[config.mk]
export PLATFORM = sky130hd
export DESIGN_NAME = dstrec_ctrl
export DESIGN_NICKNAME = d
export VERILOG_FILES = /design/src/core/dstrec_pkg.sv /design/src/core/dstrec_buf2.sv /design/src/core/dstrec_ctrl.sv
export SDC_FILE = /design/constraint.sdc
export NUM_CORES = 2
export LEC_CHECK = 0
export ABC_AREA = 1
export CORE_ASPECT_RATIO = 0.75
export CORE_MARGIN = 1.5
export CORE_UTILIZATION = 30
export DETAILED_ROUTE_END_ITERATION = 7
export DONT_BUFFER_PORTS = 1
export GPL_TIMING_DRIVEN = 1
export PLACE_DENSITY = 0.49
export SLEW_MARGIN = 20
export SYNTH_ARGS = -nofsm -noshare
export SYNTH_HDL_FRONTEND = slang
export SYNTH_SLANG_ARGS = --single-unit
[constraint.sdc]
create_clock -name ref_clk -period 226.8 [get_ports ref_clk]
set_clock_uncertainty 0.15 [all_clocks]
set_input_delay 22.68 -clock ref_clk [delete_from_list [all_inputs] [get_ports ref_clk]]
set_output_delay 22.68 -clock ref_clk [all_outputs]
set_load 0.01 [all_outputs]
[src/core/dstrec_pkg.sv]
// Shared constants and types for the disturbance recorder control block.
package dstrec_pkg;

  localparam int CLK_HZ          = 20000000;
  localparam int MAX_RECS        = 100;
  localparam int RECS_W          = 7;
  localparam int N_TRIG          = 16;
  localparam int N_ANA           = 8;
  localparam int N_DIG           = 16;
  localparam int CNT_W           = 5;
  localparam int SMP_W           = 16;
  // Times in milliseconds, except DIG_PERIOD_CYC and MS_CYC, in clock cycles.
  localparam int DIG_PERIOD_MS   = 5;
  localparam int DIG_PERIOD_CYC  = DIG_PERIOD_MS * (CLK_HZ / 1000);
  localparam int LEN_MIN_MS      = 100;
  localparam int LEN_MAX_MS      = 1800000;
  localparam int LEN_DEF_MS      = 1000;
  localparam int PRE_MIN_MS      = 200;
  localparam int PRE_MAX_MS      = 15000;
  localparam int PRE_DEF_MS      = 200;
  localparam int MS_W            = 21;
  localparam int MS_CYC          = CLK_HZ / 1000;
  // Total sample reserve and digital rate of the storage estimate.
  localparam int RESERVE_SMP     = 16076647;
  localparam int DIG_RATE_HZ     = 200;
  localparam int IDX_W           = 32;
  localparam int BUF_W           = N_ANA * SMP_W + N_DIG;

  typedef enum logic [1:0] {
    DSTREC_SR64,
    DSTREC_SR32,
    DSTREC_SR16,
    DSTREC_SR8
  } dstrec_rate_t;

  typedef enum logic [2:0] {
    DSTREC_ST_READY,
    DSTREC_ST_TRIGGERED,
    DSTREC_ST_REC_STORE,
    DSTREC_ST_STORING,
    DSTREC_ST_FULL,
    DSTREC_ST_BADCFG
  } dstrec_status_t;

  typedef struct packed {
    logic             enable;
    logic             keep_olds;
    dstrec_rate_t     rate;
    logic [MS_W-1:0]  len_ms;
    logic [MS_W-1:0]  pre_ms;
    logic [N_TRIG-1:0] trig_sel;
    logic [CNT_W-1:0] n_ana;
    logic [CNT_W-1:0] n_dig;
    logic [7:0]       fn_hz;
  } dstrec_cfg_t;

  typedef struct packed {
    logic             clr_all;
    logic             clr_newest;
    logic             clr_oldest;
    logic             clr_sel;
    logic [IDX_W-1:0] clr_idx;
    logic             man_trig;
  } dstrec_cmd_t;

  typedef struct packed {
    logic [N_ANA*SMP_W-1:0] ana;
    logic [N_DIG-1:0]       dig;
    logic                   trig_mark;
  } dstrec_word_t;

endpackage

[src/core/dstrec_buf2.sv]
// Two-entry skid buffer with valid and ready on both sides.
`timescale 1ns/1ps
module dstrec_buf2
  import dstrec_pkg::*;
(
  // Clock and reset.
  input  wire logic         ref_clk,
  input  wire logic         nrst,
  // Fill side.
  input  wire logic         in_valid,
  output logic              in_ready,
  input  wire dstrec_word_t in_data,
  // Drain side.
  output logic              out_valid,
  input  wire logic         out_ready,
  output dstrec_word_t      out_data
);

  dstrec_word_t mem_r [2];
  logic         wp_r;
  logic         rp_r;
  logic [1:0]   cnt_r;
  logic         push;
  logic         pop;

  assign in_ready  = (cnt_r != 2'h2);
  assign out_valid = (cnt_r != 2'h0);
  assign push      = in_valid && in_ready;
  assign pop       = out_valid && out_ready;

  // Read data come out of a register so the head is always stable.
  always_ff @(posedge ref_clk)
  begin
    if (push)
    begin
      mem_r[wp_r] <= in_data;
    end
  end

  always_ff @(posedge ref_clk)
  begin
    if (!nrst)
    begin
      wp_r  <= 1'b0;
      rp_r  <= 1'b0;
      cnt_r <= 2'h0;
    end
    else
    begin
      if (push)
      begin
        wp_r <= ~wp_r;
      end
      if (pop)
      begin
        rp_r <= ~rp_r;
      end
      cnt_r <= cnt_r + {1'b0, push} - {1'b0, pop};
    end
  end

  always_ff @(posedge ref_clk)
  begin
    if (!nrst)
    begin
      out_data <= '0;
    end
    else if (pop && (cnt_r == 2'h2))
    begin
      out_data <= mem_r[~rp_r];
    end
    else if (push && ((cnt_r == 2'h0) || (pop && (cnt_r == 2'h1))))
    begin
      out_data <= in_data;
    end
    else if (!pop && (cnt_r == 2'h1) && !out_valid)
    begin
      out_data <= mem_r[rp_r];
    end
  end

endmodule

[src/core/dstrec_ctrl.sv]
// Trigger, sampling and recording bookkeeping of the disturbance recorder.
`timescale 1ns/1ps
module dstrec_ctrl
  import dstrec_pkg::*;
(
  // Clock and reset.
  input  wire logic             ref_clk,
  input  wire logic             nrst,
  // Settings and one-shot commands.
  input  wire dstrec_cfg_t      cfg,
  input  wire dstrec_cmd_t      cmd,
  // Measurement inputs.
  input  wire logic             ana_strobe,
  input  wire logic [N_ANA*SMP_W-1:0] ana_data,
  input  wire logic [N_DIG-1:0] dig_in,
  // Sample stream towards storage.
  output logic                  smp_valid,
  input  wire logic             smp_ready,
  output dstrec_word_t          smp_data,
  input  wire logic             store_done,
  // Status outputs.
  output dstrec_status_t        status,
  output logic [RECS_W-1:0]     max_recs,
  output logic [MS_W-1:0]       max_len_ms,
  output logic [MS_W-1:0]       max_pre_ms,
  output logic [RECS_W-1:0]     recs_in_mem,
  output logic [RECS_W-1:0]     oldest_slot,
  output logic                  rec_active
);

  typedef enum logic [1:0] {
    DSTREC_F_ARMED,
    DSTREC_F_PRE,
    DSTREC_F_POST,
    DSTREC_F_STORE
  } dstrec_fsm_t;

  localparam logic [RECS_W-1:0] RECS_MAX = RECS_W'(MAX_RECS);

  dstrec_fsm_t       fsm_r;
  logic [RECS_W-1:0] count_r;
  logic [RECS_W-1:0] head_r;
  logic [MS_W-1:0]   post_left_r;
  logic [MS_W-1:0]   pre_fill_r;
  logic [15:0]       ms_tick_r;
  logic [19:0]       dig_tick_r;
  logic [2:0]        dec_r;
  logic [N_DIG-1:0]  dig_hold_r;
  logic [N_TRIG-1:0] trig_prev_r;
  logic              man_prev_r;
  logic              in_ready;
  logic              ms_pulse;
  logic              trig_hit;
  logic              man_hit;
  logic              full;
  logic              cfg_ok;
  logic              keep_sample;
  logic              push_valid;
  logic [31:0]       rate_sps;
  logic [31:0]       max_len_s;
  dstrec_word_t      push_word;

  // Storage demand per second of recording, in samples.
  function automatic logic [31:0] smp_per_sec(input dstrec_cfg_t c);
    logic [31:0] spc;
    spc = 32'h0000_0040 >> c.rate;
    return 32'(c.fn_hz) * (32'(c.n_ana) + 32'h1) * spc
           + 32'(DIG_RATE_HZ) * 32'(c.n_dig);
  endfunction

  function automatic logic [RECS_W-1:0] clip_recs(input logic [31:0] v);
    return (v > 32'(MAX_RECS)) ? RECS_MAX : RECS_W'(v);
  endfunction

  // Cycle, 1 ms and 5 ms time bases.
  assign ms_pulse = (ms_tick_r == 16'(MS_CYC - 1));

  always_ff @(posedge ref_clk)
  begin
    if (!nrst)
    begin
      ms_tick_r <= '0;
    end
    else
    begin
      ms_tick_r <= ms_pulse ? '0 : ms_tick_r + 16'h0001;
    end
  end

  always_ff @(posedge ref_clk)
  begin
    if (!nrst)
    begin
      dig_tick_r <= '0;
      dig_hold_r <= '0;
    end
    else if (dig_tick_r == 20'(DIG_PERIOD_CYC - 1))
    begin
      dig_tick_r <= '0;
      dig_hold_r <= dig_in;
    end
    else
    begin
      dig_tick_r <= dig_tick_r + 20'h00001;
    end
  end

  // Capacity figures derived from the settings.
  assign rate_sps  = smp_per_sec(cfg);
  assign max_len_s = (rate_sps == 32'h0) ? 32'h0 : RESERVE_SMP / rate_sps;
  assign cfg_ok    = (cfg.trig_sel != '0) && (max_len_s != 32'h0)
                     && (cfg.len_ms >= MS_W'(LEN_MIN_MS))
                     && (cfg.len_ms <= MS_W'(LEN_MAX_MS))
                     && (cfg.pre_ms >= MS_W'(PRE_MIN_MS))
                     && (cfg.pre_ms <= MS_W'(PRE_MAX_MS))
                     && (cfg.pre_ms < cfg.len_ms);

  always_ff @(posedge ref_clk)
  begin
    if (!nrst)
    begin
      max_len_ms <= '0;
      max_pre_ms <= '0;
      max_recs   <= '0;
    end
    else
    begin
      // A zero length reading marks an unusable trigger setup.
      if (cfg.trig_sel == '0)
      begin
        max_len_ms <= '0;
      end
      else if (max_len_s >= 32'(LEN_MAX_MS / 1000))
      begin
        max_len_ms <= MS_W'(LEN_MAX_MS);
      end
      else
      begin
        max_len_ms <= MS_W'(max_len_s * 32'd1000);
      end
      if (cfg.len_ms > MS_W'(PRE_MAX_MS))
      begin
        max_pre_ms <= MS_W'(PRE_MAX_MS);
      end
      else
      begin
        max_pre_ms <= cfg.len_ms;
      end
      if (cfg.len_ms == '0)
      begin
        max_recs <= '0;
      end
      else
      begin
        max_recs <= clip_recs((max_len_s * 32'd1000)
                              / 32'(cfg.len_ms));
      end
    end
  end

  // Trigger detection on rising edges only.
  assign trig_hit = |(cfg.trig_sel & dig_in[N_TRIG-1:0]
                      & ~trig_prev_r);
  assign man_hit  = cmd.man_trig && !man_prev_r;

  always_ff @(posedge ref_clk)
  begin
    if (!nrst)
    begin
      trig_prev_r <= '0;
      man_prev_r  <= 1'b0;
    end
    else
    begin
      trig_prev_r <= dig_in[N_TRIG-1:0];
      man_prev_r  <= cmd.man_trig;
    end
  end

  assign full = (count_r == RECS_MAX) || (count_r == max_recs);

  // Recording sequence.
  always_ff @(posedge ref_clk)
  begin
    if (!nrst)
    begin
      fsm_r       <= DSTREC_F_ARMED;
      pre_fill_r  <= '0;
      post_left_r <= '0;
    end
    else if (!cfg.enable || !cfg_ok)
    begin
      fsm_r      <= DSTREC_F_ARMED;
      pre_fill_r <= '0;
    end
    else
    begin
      case (fsm_r)
        DSTREC_F_ARMED:
        begin
          fsm_r      <= DSTREC_F_PRE;
          pre_fill_r <= '0;
        end
        DSTREC_F_PRE:
        begin
          if (ms_pulse && pre_fill_r != cfg.pre_ms)
          begin
            pre_fill_r <= pre_fill_r + MS_W'(1);
          end
          if ((trig_hit || man_hit) && !(full && cfg.keep_olds))
          begin
            fsm_r       <= DSTREC_F_POST;
            post_left_r <= cfg.len_ms - cfg.pre_ms;
          end
        end
        DSTREC_F_POST:
        begin
          // Triggers are not looked at here.
          if (ms_pulse)
          begin
            if (post_left_r <= MS_W'(1))
            begin
              fsm_r <= DSTREC_F_STORE;
            end
            post_left_r <= post_left_r - MS_W'(1);
          end
        end
        DSTREC_F_STORE:
        begin
          if (store_done)
          begin
            fsm_r <= DSTREC_F_ARMED;
          end
        end
        default:
        begin
          fsm_r <= DSTREC_F_ARMED;
        end
      endcase
    end
  end

  // Memory bookkeeping; a finished store wins over any clear.
  always_ff @(posedge ref_clk)
  begin
    if (!nrst)
    begin
      count_r <= '0;
      head_r  <= '0;
    end
    else if (fsm_r == DSTREC_F_STORE && store_done)
    begin
      if (count_r == RECS_MAX || count_r >= max_recs)
      begin
        head_r <= (head_r == RECS_MAX - RECS_W'(1)) ? '0
                  : head_r + RECS_W'(1);
      end
      else
      begin
        count_r <= count_r + RECS_W'(1);
      end
    end
    else if (cmd.clr_all)
    begin
      count_r <= '0;
      head_r  <= '0;
    end
    else if (count_r != '0)
    begin
      if (cmd.clr_newest)
      begin
        count_r <= count_r - RECS_W'(1);
      end
      else if (cmd.clr_oldest)
      begin
        count_r <= count_r - RECS_W'(1);
        head_r  <= (head_r == RECS_MAX - RECS_W'(1)) ? '0
                   : head_r + RECS_W'(1);
      end
      else if (cmd.clr_sel && cmd.clr_idx != '0
               && cmd.clr_idx <= 32'(count_r))
      begin
        // Removing inside the list closes the gap by shortening it.
        count_r <= count_r - RECS_W'(1);
        if (cmd.clr_idx == 32'h1)
        begin
          head_r <= (head_r == RECS_MAX - RECS_W'(1)) ? '0
                    : head_r + RECS_W'(1);
        end
      end
    end
  end

  // Sample decimation and push into the two-entry buffer.
  always_ff @(posedge ref_clk)
  begin
    if (!nrst)
    begin
      dec_r <= '0;
    end
    else if (ana_strobe)
    begin
      dec_r <= keep_sample ? '0 : dec_r + 3'h1;
    end
  end

  assign keep_sample = (dec_r == (3'h7 >> (3 - 32'(cfg.rate))));
  assign push_valid  = ana_strobe && keep_sample
                       && (fsm_r == DSTREC_F_PRE || fsm_r == DSTREC_F_POST);
  assign push_word   = '{ana: ana_data, dig: dig_hold_r,
                         trig_mark: (fsm_r == DSTREC_F_PRE)
                                    && (trig_hit || man_hit)};

  dstrec_buf2 u_buf (
    .ref_clk   (ref_clk),
    .nrst      (nrst),
    .in_valid  (push_valid),
    .in_ready  (in_ready),
    .in_data   (push_word),
    .out_valid (smp_valid),
    .out_ready (smp_ready),
    .out_data  (smp_data)
  );

  // Status report.
  always_ff @(posedge ref_clk)
  begin
    if (!nrst)
    begin
      status <= DSTREC_ST_BADCFG;
    end
    else if (!cfg_ok)
    begin
      status <= DSTREC_ST_BADCFG;
    end
    else if (fsm_r == DSTREC_F_POST)
    begin
      status <= in_ready ? DSTREC_ST_TRIGGERED : DSTREC_ST_REC_STORE;
    end
    else if (fsm_r == DSTREC_F_STORE)
    begin
      status <= DSTREC_ST_STORING;
    end
    else if (full && cfg.keep_olds)
    begin
      status <= DSTREC_ST_FULL;
    end
    else
    begin
      status <= DSTREC_ST_READY;
    end
  end

  assign recs_in_mem = count_r;
  assign oldest_slot = head_r;
  assign rec_active  = (fsm_r == DSTREC_F_POST) || (fsm_r == DSTREC_F_STORE);

endmodule

==> metrics <==
Remaining Overflow, GRT=0; violation count after the first detailed-route iteration=4811; Routed wire per std cell=17.2 microns; normalized max-slew margin=28.1%; post-route fraction of the period consumed by the critical path=91.5%; vias after detailed routing=71800; horizontal extent of the die=~590 microns; yosys synthesis warning count=0; CTS sink count=just under 600; nature of the critical path startpoint=primary input; cell occurring most often along the worst timing path=nand2_1; Hold-fix buffers, CTS=0; maximum achievable frequency=4.82 MHz; antenna violations before repair=7; class of the worst hold path=flip-flop to flip-flop; sequential standard cell area=~15000 sq um; post-synthesis cell type count=89; family of cells with the greatest summed delay on the critical path=compound AO/OA/AOI/OAI gates; post-route minimum period=207.45 ns; Skew-Pair Late Insertion Delay=between 0.6 and 0.7 ns; largest net degree at the start of global routing=approximately 130; total of flip-flops plus latches after synthesis=597; most used flip-flop cell after synthesis=dfxtp_1; drt via density=4.96; netlist area before placement=78300 sq um; share of layout cells above drive strength 1=9.17%; fill cell total of the finished layout=between 20000 and 30000; endpoints failing setup=0; area of the die=264000 sq um; floorplan die height=446 microns; number of buffers created by CTS=67; final net count=12500; Global Route Usage Sum=18.2%; DRT Wirelength=about 250000 microns; Max H-tree Level=3; cell with the biggest individual delay on the critical path=o21ai_0; most used cells in the layout excluding fill and tap cells=2351 x nand2_1, 1466 x inv_1, 1096 x ha_1; Max FO, Critical Path=41; starting utilization of the core area=30.2%; kind of end point of the critical path=flip-flop; Core Box Area=260000 sq um; sequential-to-total area share from yosys stat=19.0%; Detailed Routing Iterations Pass 1=6; Setup Crit Path Kind=primary input to flip-flop; Port Buffers=0; remaining antenna violation count after routing=0; row cnt=162; hpwl dp=195000 microns; critical path's largest stage delay=0.66 ns; post-layout util=32.9%; Post-Synthesis Cells=11000; Reg clk slew, reported paths=0.05 ns; flop-to-flop setup slack=222.50 ns; area of the multi-input gates=56800 sq um; vias in the first global route=68400; count of boundary I/O pins=between 400 and 500; weighted congestion at the end of routability-driven global placement=slightly below 0.9; number of synthesized flops with an enable pin=290; final slew viol count=0; CTS root buf=clkbuf_16; clock tree from TritonCTS=done; first-pass GRT wire length=around 390000 microns; ys async rst share=0%; average footprint of a synthesized cell=7.15 sq um; transition time at the pin with the least slew margin=roughly 1.1 ns; Critical Path RT=roughly 230 ns; number of max-capacitance violations reported=0; buffers from clock root to sink, at most=3; most common cell after layout, fill and taps aside=nand2_1; critical path arrival=between 200 and 250 ns; worst path bufs/invs=about 210; result of the run=complete, no violations; Final Hold Vio Count=0; synth-to-layout area growth=9.07%; drc violations=0
-- synthesized netlist by cell type, drive strengths merged (185+ instances only) --
library cell  number  share of area [%]
nand2           2529                 13
ha              1097                 18
xor2             432                4.8
inv             1520                7.3
a21oi            891                5.7
xnor2            248                2.8
clkbuf           185                1.2
o21ai            764                5.0
edfxtp           290                 11
dfxtp            307                7.8
nor2             782                4.2
nand3            492                3.7
-- stage by stage --
stage	cell area, sq um	worst slack [ns]	hold slack [ns]	TNS (ns)	instances
2_1_floorplan	78400	37.18	0.268	0	11000
3_3_place_gp	81800	7.16	0.279	0	14200
3_5_place_dp	81800	2.89	0.289	0	14200
4_1_cts	84000	2.91	0.300	0	14400
5_1_grt	85400	-0.477	0.314	-3.03	14500
6_report	85400	19.35	0.294	0	14500
-- logic make-up (layout without fill, tap and decap cells) --
group	Yosys count	after routing	share of synthesized area (%)
other	1	21	0.00479
multiplexers	148	148	2.11
buffers and inverters	1793	1834	9.40
flip-flops	597	597	19.0
adder cells (fa/ha/maj)	1251	1251	21.5
XOR/XNOR	680	680	7.60
AND/OR/NAND/NOR	4247	4255	24.4
AO/OA/AOI/OAI	2235	2235	16.1
-- sequential cells by signal, indices dropped and copies added, names as in the netlist, 16 cells and up --
name            count
ms_tick_r          16
dig_tick_r         20
u_buf.mem_r       290
trig_prev_r        16
dig_hold_r         16
max_pre_ms         21
max_len_ms         18
u_buf.out_data    145
post_left_r        21
-- metal layers --
layer  GRT usage (%)  vias to the layer above  part of all wire (%)
met1            26.4                    33500                    50
met2            28.3                     1557                    42
met3            2.35                      200                   5.7
met4            4.32                        2                   2.0
li1                -                    36500                     -
met5               0                        -                0.0052
-- worst reg2reg max path, cell delays in order, from the launching register on --
cell	delay [ns]
dfxtp_1	0.34
o21ai_0	0.18
a32o_1	0.17
a211oi_2	0.04
buf_4	0.21
nand3_1	0.23
inv_1	0.12
nand2_1	0.45
nand2_1	0.22
inv_4	0.36
buf_4	0.72
buf_4	0.70
nand2_1	0.15
a31oi_1	0.18
-- area by class of cell --
class | instances | area share, %
Timing Repair inverter | 9 | 0.0571
Tap cell | 3444 | 5.04
Inverter | 1534 | 6.94
Clock buffer | 103 | 2.21
Clock inverter | 20 | 0.356
Sequential cell | 597 | 17.4
Antenna cell | 10 | 0.0293
Multi-Input combinational cell | 8580 | 66.4
Timing Repair Buffer | 168 | 1.55
-- path summary, 6_finish.rpt --
kind	from	endpoint	cells after the start
max	cfg[13]	max_recs[3]	1134
min reg2reg	ms_tick_r[0]	ms_tick_r[0]	1
max reg2reg	dec_r[1]	u_buf.out_data[26]	13
min	ms_tick_r[0]	ms_tick_r[0]	1
-- timing repair --
item | in CTS | in global routing
buffers inserted | 0 | 87
gates resized for setup | 0 | 182
endpoints found under the setup margin | 0 | 7
Power is left out: the tool's default activity adds up to more than one toggle a clock period on the data nets, which glitch-free logic cannot reach.
